--- src/design/lps_pkg.sv ---
package lps_pkg;
  // word width and buffer depth defaults
  localparam int LPS_DATA_W = 8;
  localparam int LPS_FIFO_DEPTH = 16;
  // length of each pin synchroniser chain
  localparam int LPS_SYNC_LEN = 3;
  // values after reset
  localparam logic [LPS_DATA_W-1:0] LPS_WORD_RST = 8'h00;
  localparam logic LPS_PIN_LOW_RST = 1'b0;
  localparam logic LPS_OE_N_RST = 1'b1;
  // stage positions: first stage takes serial input, last stage drives the pin
  localparam int LPS_FIRST_STAGE = 0;
  localparam int LPS_LAST_STAGE = LPS_DATA_W - 1;
endpackage : lps_pkg

--- src/design/lps_fifo.sv ---
`timescale 1ns/1ns
module lps_fifo
  import lps_pkg::*;
#(
  parameter int WIDTH = LPS_DATA_W,
  parameter int DEPTH = LPS_FIFO_DEPTH
) (
  input wire logic clk, // system clock
  input wire logic rstn, // async reset, active low
  input wire logic in_valid, // write request
  output logic in_ready, // space available
  input wire logic [WIDTH-1:0] in_data, // write word
  output logic out_valid, // word available
  input wire logic out_ready, // drain side accepts
  output logic [WIDTH-1:0] out_data // head word
);
  localparam int AW = $clog2(DEPTH);

  typedef struct packed {
    logic [AW:0] wr_ptr;
    logic [AW:0] rd_ptr;
  } lps_fifo_st_t;

  lps_fifo_st_t q;
  lps_fifo_st_t d;
  logic [WIDTH-1:0] mem [DEPTH];
  logic push;
  logic pop;

  // full when pointers differ only in the wrap bit
  assign in_ready = !((q.wr_ptr[AW] != q.rd_ptr[AW]) && (q.wr_ptr[AW-1:0] == q.rd_ptr[AW-1:0]));
  assign out_valid = (q.wr_ptr != q.rd_ptr);
  assign out_data = mem[q.rd_ptr[AW-1:0]];
  assign push = in_valid && in_ready;
  assign pop = out_valid && out_ready;

  // pointer update
  always_comb begin
    d = q;
    if (push) begin
      d.wr_ptr = q.wr_ptr + 1'b1;
    end
    if (pop) begin
      d.rd_ptr = q.rd_ptr + 1'b1;
    end
  end

  always_ff @(posedge clk or negedge rstn) begin
    if (!rstn) begin
      q <= '0;
    end else begin
      q <= d;
    end
  end

  // storage, no reset needed
  always_ff @(posedge clk) begin
    if (push) begin
      mem[q.wr_ptr[AW-1:0]] <= in_data;
    end
  end
endmodule : lps_fifo

--- src/design/lps_shift_reg.sv ---
`timescale 1ns/1ns
// Functional notes
// - A rising edge of the latch clock captures the eight parallel input bits into the data latch; the code buffers the word until the latch is free.
// - With shift/load select high, each rising shift clock edge moves the serial input bit into the register.
// - With shift/load select low, the serial input bit is ignored.
// - With shift/load select low, the shift register takes the data latch contents instead of shifting.
// - On each shift the last stage's bit leaves on the serial output and the last stage takes the previous bit.
// - The serial output pin always presents the last stage through a three-state driver.
// - The serial output is driven while the active-low enable is low and released while it is high.
// - The output enable has no effect on the data latch or the shift register.
module lps_shift_reg
  import lps_pkg::*;
#(
  parameter int DATA_W = LPS_DATA_W,
  parameter int FIFO_DEPTH = LPS_FIFO_DEPTH
) (
  input wire logic clk, // system clock, 25 MHz
  input wire logic rstn, // async reset, active low
  input wire logic [DATA_W-1:0] parallel_data_in, // parallel inputs, bit 0 is A
  input wire logic latch_clk_in, // latch clock pin
  input wire logic shift_clk_in, // shift clock pin
  input wire logic shift_load_sel, // high shift, low parallel load
  input wire logic serial_data_in, // serial data pin
  input wire logic output_en_n, // output enable, active low
  output logic serial_data_out, // last stage value
  output logic serial_data_out_oe_n, // pin driver enable, low drives
  output logic latch_ready // buffer can take another latch word
);
  typedef struct packed {
    logic [LPS_SYNC_LEN-1:0] lclk_s;
    logic [LPS_SYNC_LEN-1:0] sclk_s;
    logic [LPS_SYNC_LEN-1:0] mode_s;
    logic [LPS_SYNC_LEN-1:0] oe_s;
    logic [LPS_SYNC_LEN-1:0] sin_s;
    logic [LPS_SYNC_LEN-1:0][DATA_W-1:0] pd_s;
    logic lclk_f;
    logic sclk_f;
    logic mode_f;
    logic oe_f;
    logic sin_f;
    logic [DATA_W-1:0] pd_f;
    logic [DATA_W-1:0] latch;
    logic latch_vld;
    logic latch_used;
    logic [DATA_W-1:0] sr;
    logic sdo;
    logic sdo_oe_n;
    logic lat_rdy;
  } lps_st_t;

  lps_st_t q;
  lps_st_t d;
  logic lclk_rise;
  logic sclk_rise;
  logic mode_rise;
  logic fifo_in_ready;
  logic fifo_out_valid;
  logic fifo_out_ready;
  logic [DATA_W-1:0] fifo_out_data;

  // filtered level follows once second and third stage agree
  function automatic logic filt(input logic [LPS_SYNC_LEN-1:0] s, input logic cur);
    filt = (s[1] == s[2]) ? s[2] : cur;
  endfunction : filt

  // latch words queue here until the data latch is free
  lps_fifo #(
    .WIDTH(DATA_W),
    .DEPTH(FIFO_DEPTH)
  ) u_fifo (
    .clk(clk),
    .rstn(rstn),
    .in_valid(lclk_rise),
    .in_ready(fifo_in_ready),
    .in_data(d.pd_f),
    .out_valid(fifo_out_valid),
    .out_ready(fifo_out_ready),
    .out_data(fifo_out_data)
  );

  // latch takes a new word when empty or already handed to the register
  assign fifo_out_ready = !q.latch_vld || q.latch_used;

  // next state
  always_comb begin
    d = q;
    // synchroniser chains, first stage read only by the second
    d.lclk_s = {q.lclk_s[LPS_SYNC_LEN-2:0], latch_clk_in};
    d.sclk_s = {q.sclk_s[LPS_SYNC_LEN-2:0], shift_clk_in};
    d.mode_s = {q.mode_s[LPS_SYNC_LEN-2:0], shift_load_sel};
    d.oe_s = {q.oe_s[LPS_SYNC_LEN-2:0], output_en_n};
    d.sin_s = {q.sin_s[LPS_SYNC_LEN-2:0], serial_data_in};
    d.pd_s[0] = parallel_data_in;
    for (int i = 1; i < LPS_SYNC_LEN; i++) begin
      d.pd_s[i] = q.pd_s[i-1];
    end
    // agreement filters
    d.lclk_f = filt(q.lclk_s, q.lclk_f);
    d.sclk_f = filt(q.sclk_s, q.sclk_f);
    d.mode_f = filt(q.mode_s, q.mode_f);
    d.oe_f = filt(q.oe_s, q.oe_f);
    d.sin_f = filt(q.sin_s, q.sin_f);
    for (int b = 0; b < DATA_W; b++) begin
      d.pd_f[b] = (q.pd_s[1][b] == q.pd_s[2][b]) ? q.pd_s[2][b] : q.pd_f[b];
    end
    // edges of the filtered levels
    lclk_rise = d.lclk_f && !q.lclk_f;
    sclk_rise = d.sclk_f && !q.sclk_f;
    mode_rise = d.mode_f && !q.mode_f;
    // data latch refill from the buffer
    if (fifo_out_valid && fifo_out_ready) begin
      d.latch = fifo_out_data;
      d.latch_vld = 1'b1;
      d.latch_used = 1'b0;
    end else if (mode_rise && q.latch_vld) begin
      d.latch_used = 1'b1;
    end
    // shift register: parallel load or serial shift
    if (!d.mode_f) begin
      d.sr = q.latch;
    end else if (sclk_rise) begin
      d.sr = {q.sr[LPS_LAST_STAGE-1:LPS_FIRST_STAGE], d.sin_f};
    end
    // pin outputs; enable touches nothing else
    d.sdo = d.sr[LPS_LAST_STAGE];
    d.sdo_oe_n = d.oe_f;
    d.lat_rdy = fifo_in_ready;
  end

  always_ff @(posedge clk or negedge rstn) begin
    if (!rstn) begin
      q <= '0;
      q.oe_s <= {LPS_SYNC_LEN{LPS_OE_N_RST}};
      q.oe_f <= LPS_OE_N_RST;
      q.sdo_oe_n <= LPS_OE_N_RST;
      q.latch <= LPS_WORD_RST;
      q.sr <= LPS_WORD_RST;
      q.sdo <= LPS_PIN_LOW_RST;
    end else begin
      q <= d;
    end
  end

  assign serial_data_out = q.sdo;
  assign serial_data_out_oe_n = q.sdo_oe_n;
  assign latch_ready = q.lat_rdy;
endmodule : lps_shift_reg

--- config.mk ---
export PLATFORM = sky130hd
export DESIGN_NAME = lps_shift_reg
export DESIGN_NICKNAME = d
export VERILOG_FILES = /design/src/design/lps_pkg.sv /design/src/design/lps_fifo.sv /design/src/design/lps_shift_reg.sv
export SDC_FILE = /design/constraint.sdc
export NUM_CORES = 1
export LEC_CHECK = 0
export ABC_CLOCK_PERIOD_IN_PS = 2210
export BUFFER_PORTS_ARGS = -buffer_cell sky130_fd_sc_hd__buf_2
export CORE_MARGIN = 1.5
export CORE_UTILIZATION = 50
export DETAILED_ROUTE_END_ITERATION = 7
export GPL_TIMING_DRIVEN = 0
export MAX_ROUTING_LAYER = met4
export PLACE_DENSITY = 0.69
export RECOVER_POWER = 100
export REMOVE_ABC_BUFFERS = 1
export SLEW_MARGIN = 0
export SYNTH_ARGS = -nofsm -noshare
export SYNTH_HDL_FRONTEND = slang
export SYNTH_SLANG_ARGS = --single-unit
export TNS_END_PERCENT = 5
--- constraint.sdc ---
create_clock -name clk -period 2.21 [get_ports clk]
set_input_delay 0.442 -clock clk [delete_from_list [all_inputs] [get_ports clk]]
set_output_delay 0.442 -clock clk [all_outputs]
set_load 0.005 [all_outputs]
* Word-level counts from Yosys, hierarchy flattened *
Memory sizes are Yosys's and may differ from the RTL's. A register that Yosys moved wholly into a read port is not among the register bits.
Cells that the tools add are included.

storage, ports and cells
  register bits = 73
  memories kept = 1
  word-level logic and storage cells = 74
  bits in writable memories = 128
  input bits = 15
  output and inout port bits = 3

memories
  memory      words  bits a word  read ports  clocked after memory_dff  wr ports  RTL line        RTL
  u_fifo.mem  16     8            1           1                         1         lps_fifo.sv:26  logic [WIDTH-1:0] mem [DEPTH];

operators by class
  reduce and logical (&&, ||, !) cells = 15
  eq/ne operators = 17
  muxes and demuxes = 18
  add/sub/neg operators = 2

operators with widths
  operator             count
  $mux 1               16
  $mux 8               2
  $eq 1x1->1           13
  $add 5x1->5 const B  2
  $logic_and 1x1->1    7
  $logic_not 1->1      6
  $ne 5x5->1           1
  $eq 4x4->1           1
  $ne 2x1->1 const B   1
  $reduce_bool 2->1    1
  $logic_or 1x1->1     1
  $ne 1x1->1           1

* Logic depth before layout (Yosys ltp) *
Gate-level depths: netlist of the first run.

  depth after elaboration = 6
  gate-level depth with buffers = 7
  gate-level depth less buffers = 4

* Cells and area by module *
From an unflattened synthesis of the first run, not the netlist that was laid out.

unflattened totals
  cell total of the unflattened synthesis = 412
  area, all modules = 7,818.7 um^2

by module, submodules not included
  module         seq. area each (um^2)  area an instance (um^2)  times used  cells each
  lps_fifo       4,093.9                5,594.1                  1           284
  lps_shift_reg  1,781.7                2,224.6                  1           128

* Worst setup path before layout of the first run *
No wires, ideal clock.

  path type = register to register
  start = register u_fifo.q[1] (netlist name)
  end = memory u_fifo.mem[4][0] (netlist name) (enable)
  path buffers = 2
  library setup time = 0.278 ns
  required time = 1.932 ns
  arrival time = 1.852 ns
  path slack = 0.081 ns
  stages on the path, launching flop included = 7
  period minus slack after synthesis = 2.129 ns
  cell sequence = dfrtp_1 -> buf_6 -> xor2_1 -> nor4_4 -> a21oi_1 -> clkbuf_1 -> and3_1

on the way
  cells in the longest elaborated chain, start to end = 6

RTL lines
  what                          RTL line        RTL
  from (decl)                   lps_fifo.sv:24  lps_fifo_st_t q;
  from (signal assigned)        lps_fifo.sv:50  q <= '0;
  from (signal assigned)        lps_fifo.sv:52  q <= d;
  $eq 4x4->1                    lps_fifo.sv:31  assign in_ready = !((q.wr_ptr[AW] != q.rd_ptr[AW]) && (q.wr_ptr[AW-1:0] == q.rd_ptr[AW-1:0]));
  $logic_and 1x1->1             lps_fifo.sv:31
  $logic_not 1->1               lps_fifo.sv:31
  $logic_and 1x1->1             lps_fifo.sv:34  assign push = in_valid && in_ready;
  $mux 1                        lps_fifo.sv:58  if (push) begin
  $mux 1 (implied by the code)  lps_fifo.sv:59  mem[q.wr_ptr[AW-1:0]] <= in_data;
  to (decl)                     lps_fifo.sv:26

Every way passes these cells.

* Worst setup path after layout of the first run *
  start = register u_fifo.q[1] (netlist name)
  end = register, netlist name q[14]

on the way
  cells in the longest elaborated chain, start to end = 2

RTL lines
  what               RTL line              RTL
  $ne 5x5->1         lps_fifo.sv:32        assign out_valid = (q.wr_ptr != q.rd_ptr);
  $logic_and 1x1->1  lps_shift_reg.sv:111  if (fifo_out_valid && fifo_out_ready) begin

Several ways; a longest one is shown, not always the timed one.
A chain may end at the register's enable or synchronous reset.

==> results of run 1 <==
==> metrics by stage <==
step / setup slack [ns] / util / power, uW / instance area, sq um / std cells
after CTS: -0.184 / 0.589 / 11200 / 8980 / 670
after global routing: -0.0159 / 0.598 / 11800 / 9120 / 677
after floorplan: -0.697 / - / 6800 / 7740 / 395
after global placement: -1.84 / 0.530 / 7500 / 8090 / 623
final: 0.0594 / 0.598 / 11300 / 9120 / 677
after detailed placement: -0.907 / 0.535 / 7630 / 8170 / 626
==> sequential cells by signal (all words and copies together) (netlist names) <==
register,flops
q,42
u_fifo.mem,128
latch_ready,1
serial_data_out_oe_n,1
d,26
u_fifo.q,10
serial_data_out,1
==> final cells by class <==
cell class | count | share of cell area
sequential | 209 | 0.645
multi-input combinational | 180 | 0.215
clock buffer | 33 | 0.0704
timing repair buffer | 31 | 0.0318
tap | 211 | 0.0289
clock inverter | 7 | 0.00645
inverter | 6 | 0.00247
==> cells in the final DEF (no fill, tap or decap), types with 11 or more instances in the layout <==
cell	netlist	final
mux2i_1	24	24
edfxtp_1	128	128
nor2_1	11	11
xor2_1	11	11
buf_2	9	16
clkbuf_16	0	22
mux2_2	17	15
dfrtp_1	77	73
maj3_1	13	13
mux4_2	24	24
and3_4	0	12
==> power groups by stage <==
stage          Clock (uW)  Sequential (uW)  Combinational (uW)
2_1_floorplan           0             5110                1690
3_3_place_gp            0             5340                2170
3_5_place_dp            0             5170                2460
4_1_cts              3530             5120                2550
5_1_grt              3690             5090                3050
6_report             3460             5030                2820
==> cells by family (layout without fill, tap and decap cells) <==
logic type      after synthesis  count (layout)  synth area share
buf+inv                      25              77            0.0144
compound gates               34              34            0.0334
simple gates                 48              48            0.0355
fa+ha+maj                    18              18            0.0246
mux                          66              66             0.126
xor+xnor                     14              14            0.0157
flops                       209             209             0.751
==> final timing paths <==
| kind | startpoint | end | slack (ns) | depth (start not counted) |
|---|---|---|---|---|
| max | u_fifo.q[1] | q[14] | 0.06 | 5 |
| min | output_en_n | d[62] | 0.04 | 1 |
| max reg2reg | u_fifo.q[1] | q[14] | 0.06 | 5 |
| min reg2reg | d[59] | d[60] | 0.35 | 0 |
| max in group asynchronous | rstn | d[62] | 0.55 | 3 |
| min in group asynchronous | rstn | q[55] | 0.73 | 2 |
==> timing repair <==
| item | in CTS | in global routing |
|---|---|---|
| setup endpoints to repair | 147 | 133 |
| pin swaps | 4 | 4 |
| setup buffers | 3 | 7 |
| gates resized for setup | 27 | 16 |
| hold buffers | 1 | 0 |
| endpoints found under the hold margin | 20 | 0 |
==> metal layers <==
metal	global-route usage	vias to the layer above	wire, um
li1	-	1663	-
met1	0.245	1895	6050
met2	0.279	74	6540
met3	0.0338	32	635
met4	0.0522	0	329
met5	-	-	0
==> worst register-to-register path, delay by kind of cell (launching register included) <==
kind / cells / cell delay [ns]
DFF: 1 / 0.44
muxes: 3 / 1.17
AOI/OAI and AO/OA: 1 / 0.24
buffers and inverters: 1 / 0.19
==> results.cfg, run 1 <==
[timing]
fin_crit_sh = 0.973
maxSlewHeadroom = 0.190
min_period_ns = 2.15
slew_violations = 0
tightest_slew_ns = 1.21
setup_tns_ns = 0
finalHoldViolations = 0
finalSetupViolations = 0
whs_ns = 0.0403
fmax_mhz = 465
clock_skew_ns = 0.0151

[routing]
antenna_left = 0
dr.pass1.iters = 4
wire_per_inst_um = 20.0
routed_wl_mm = 13.6
drc = 0
vias = 3664
viasPerCell = 5.41
drtIter0Drc = 214

[pwr]
swShare = 0.287
vdd_drop_max_uv = 743
pwr-share-comb = 0.249
p_switching_uw = 3240
cellPowerDensity_mw_per_mm2 = 1240
power.internal_uw = 8060
p_leak_uw = 0.00332
p_seq_frac = 0.445
clock_power_share = 0.306

[synthesis]
synth.cell_area_sq_mm = 0.00783
yosysSeqAreaShare = 0.751
synth_top_area_share = 0.491
post-synth-top-area-cell = edfxtp_1
netlist_instances = 414
synth_cell_types = 34
synth_area_leaders = edfxtp_1 (49%), dfrtp_1 (25%), mux4_2 (6.9%)
synth.cells.most_frequent = edfxtp_1 (128), dfrtp_1 (77), mux2i_1 (24), mux4_2 (24), mux2_2 (17)
synth_edf_count = 128
synth_seq_cells = 209
synth.most_common_cell = edfxtp_1
synth_area_per_cell_sq_um = 18.9
synthArstFlopShare = 0.388
yosysWarnings = 0
ys.flop_type = edfxtp_1

[finish]
area.sequential_sq_mm = 0.00589
antenna_cells = 0
area_growth_pct = 16.6
drive_gt1_frac = 0.283
num-nets-final = 470
multiInputGateArea_sq_mm = 0.00196
fillers = 1085

[critical_path]
critPathKind = reg -> reg
crit_path_frequent_cell = mux2_2
max_stage_delay_ns = 0.56
worst_ep_arrival_time_ns = 2.53
worstPathRequired_ns = 2.58
worst_path_max_delay_cell = mux4_2
crit_fanout = 19
cp-end-kind = register
worst-path-buf-inv = 1
critical_path.top_delay_family = multiplexers
crit_chain = buf_12 -> mux4_2 -> mux2_2 -> a22o_1 -> mux2_2
critPathLaunchType = register

[floorplanning]
die_x_um = 128
dieHeight_um = 128
initial_core_util = 0.513
dieArea_sq_mm = 0.0164
rows = 45
core_area_sq_mm = 0.0153
boundaryPins = 18

[outcome]
status = completed

[grt]
grt_usage = 0.179
grt_max_degree = 62
grt_pass1_wl_mm = 21.3
grt.overflow.total = 0
antenna_found_initial = 0
grt_pass1_vias = 3752

[clock_tree]
cts-root-buf = clkbuf_16
clk_pin_slew_worst_paths_ns = 0.06
cts_sinks = 209
cts_buffer_depth = 3
cts.htree.levels = 1
tritoncts = done
cts-buffers-inserted = 22
insertion_delay_ns = 0.50

[placement]
dp_hpwl_mm = 8.35
finalWeightedCongestion = 0.735
port_buffers = 17

[flow_run]
drv_cap = 0

[worst_hold_path]
holdCritPathClass = in -> reg
No activity file was read; power rests on OpenSTA's default activity.
==> run 2, diff against run 1 <==
--- a/config.mk
+++ b/config.mk
@@ -7,7 +7,7 @@
 export LEC_CHECK = 0
 export ABC_CLOCK_PERIOD_IN_PS = 2210
 export BUFFER_PORTS_ARGS = -buffer_cell sky130_fd_sc_hd__buf_2
-export CORE_MARGIN = 1.5
+export CORE_MARGIN = 2
 export CORE_UTILIZATION = 50
 export DETAILED_ROUTE_END_ITERATION = 7
 export GPL_TIMING_DRIVEN = 0
==> results.cfg, run 2 (synthesized netlist as in run 1, its figures left out) <==
[clock_tree]
cts_buffer_depth = 3
tritoncts = done
cts.htree.levels = 1
insertion_delay_ns = 0.51
clk_pin_slew_worst_paths_ns = 0.06
cts_sinks = 209
cts-buffers-inserted = 22
cts-root-buf = clkbuf_16

[critical_path]
worst_ep_arrival_time_ns = 2.37
critPathLaunchType = register
worstPathRequired_ns = 2.41
critPathKind = reg -> reg
cp-end-kind = register
crit_fanout = 8
r2r.worst_path.cells = 6

[timing]
min_period_ns = 2.18
clock_skew_ns = 0.0138
tightest_slew_ns = 0.934
rsz0062_at_grt = yes
fin_crit_sh = 0.985
maxSlewHeadroom = 0.373
finalHoldViolations = 0
whs_ns = 0.0341
fmax_mhz = 459
slew_violations = 0
setup_tns_ns = 0
finalSetupViolations = 0

[routing]
routed_wl_mm = 13.6
wire_per_inst_um = 20.2
viasPerCell = 5.44
dr.pass1.iters = 4
drc = 0
vias = 3665
drtIter0Drc = 226
antenna_left = 0

[floorplanning]
boundaryPins = 18
initial_core_util = 0.513
dieArea_sq_mm = 0.0167
rows = 45
core_area_sq_mm = 0.0153
die_x_um = 129
dieHeight_um = 129

[flow_run]
drv_cap = 0

[grt]
grt_max_degree = 54
grt_usage = 0.179
grt.overflow.total = 0
grt_pass1_wl_mm = 21.5
antenna_found_initial = 0
grt_pass1_vias = 3725

[placement]
placedCellCount = 626
finalWeightedCongestion = 0.740
port_buffers = 17
dp_hpwl_mm = 8.28

[finish]
num-nets-final = 467
layout_common_cells = edfxtp_1 (128), dfrtp_1 (73), mux4_2 (24), mux2i_1 (24), clkbuf_16 (22)
final_cells = 674
largest_reg_flops = 128
fillers = 1124
antenna_cells = 0
final_common_cell = edfxtp_1
area_growth_pct = 14.8
drive_gt1_frac = 0.272
finalCoreUtilization = 0.589

[outcome]
status = completed

[pwr]
cellPowerDensity_mw_per_mm2 = 1240
p_leak_uw = 0.00328
vdd_drop_max_uv = 783

[worst_hold_path]
whs_path_depth = 1
holdCritPathClass = in -> reg
[run 2: changes by cell type in the layout (fill, tap and decap cells not counted), moves of 2 or more]
cell / change
clkbuf_1: +2
buf_12: -3
buf_2: -2
and3_4: -11
and3_2: +11
[run 2: cell type report]
class	count	area, sq um	share of cell area
clock buffer	34	636	0.0707
clock inverter	6	43.8	0.00487
inverter	6	22.5	0.00251
multi-input combinational	180	1920	0.214
sequential	209	5890	0.655
tap	211	264	0.0294
timing repair buffer	28	213	0.0237
[run 2: critical path, stage by stage (launching register included)]
cell	delay, ns
dfrtp_4	0.50
buf_4	0.20
xor2_1	0.25
nor4_4	0.11
buf_4	0.16
a211oi_4	0.36
and2_4	0.30
[run 2: repair_timing]
item | CTS | global route
pin swaps | 2 | 1
endpoints found under the setup margin | 147 | 101
hold endpoints to repair | 28 | 0
buffers inserted | 3 | 4
gates resized for setup | 29 | 3
hold buffers | 1 | 0
[run 2: power by group]
part	total, uW	leakage [uW]	switching [uW]	internal [uW]
registers	5010	0.00208	410	4600
clock network	3410	0.000334	1420	1990
logic	2740	0.000866	1380	1360
[run 2: per-stage QoR]
stage	instance area (sq um)	power, uW	worst slack (ns)
2_1_floorplan	7740	6800	-0.697
3_3_place_gp	8090	7500	-1.82
3_5_place_dp	8170	7640	-0.930
4_1_cts	8970	11200	-0.177
5_1_grt	8990	11700	-0.0390
6_report	8990	11200	0.0332
[run 2: final timing paths]
| path | startpoint | end | slack [ns] |
|---|---|---|---|
| min | output_en_n | d[62] | 0.03 |
| min reg2reg | d[71] | d[72] | 0.35 |
| max | u_fifo.q[1] | u_fifo.mem[11][0] | 0.03 |
| max in group asynchronous | rstn | u_fifo.q[2] | 0.38 |
| max reg2reg | u_fifo.q[1] | u_fifo.mem[11][0] | 0.03 |
| min in group asynchronous | rstn | q[53] | 0.53 |
[run 2: metal layers]
layer  share of wire  up-vias  track usage  wire [um]
met5               0        -            -          0
met4           0.026        0       0.0512        348
met3           0.059       29       0.0297        802
met2            0.48       89        0.277       6550
met1            0.44     1890        0.250       5940
li1                -     1657            -          -
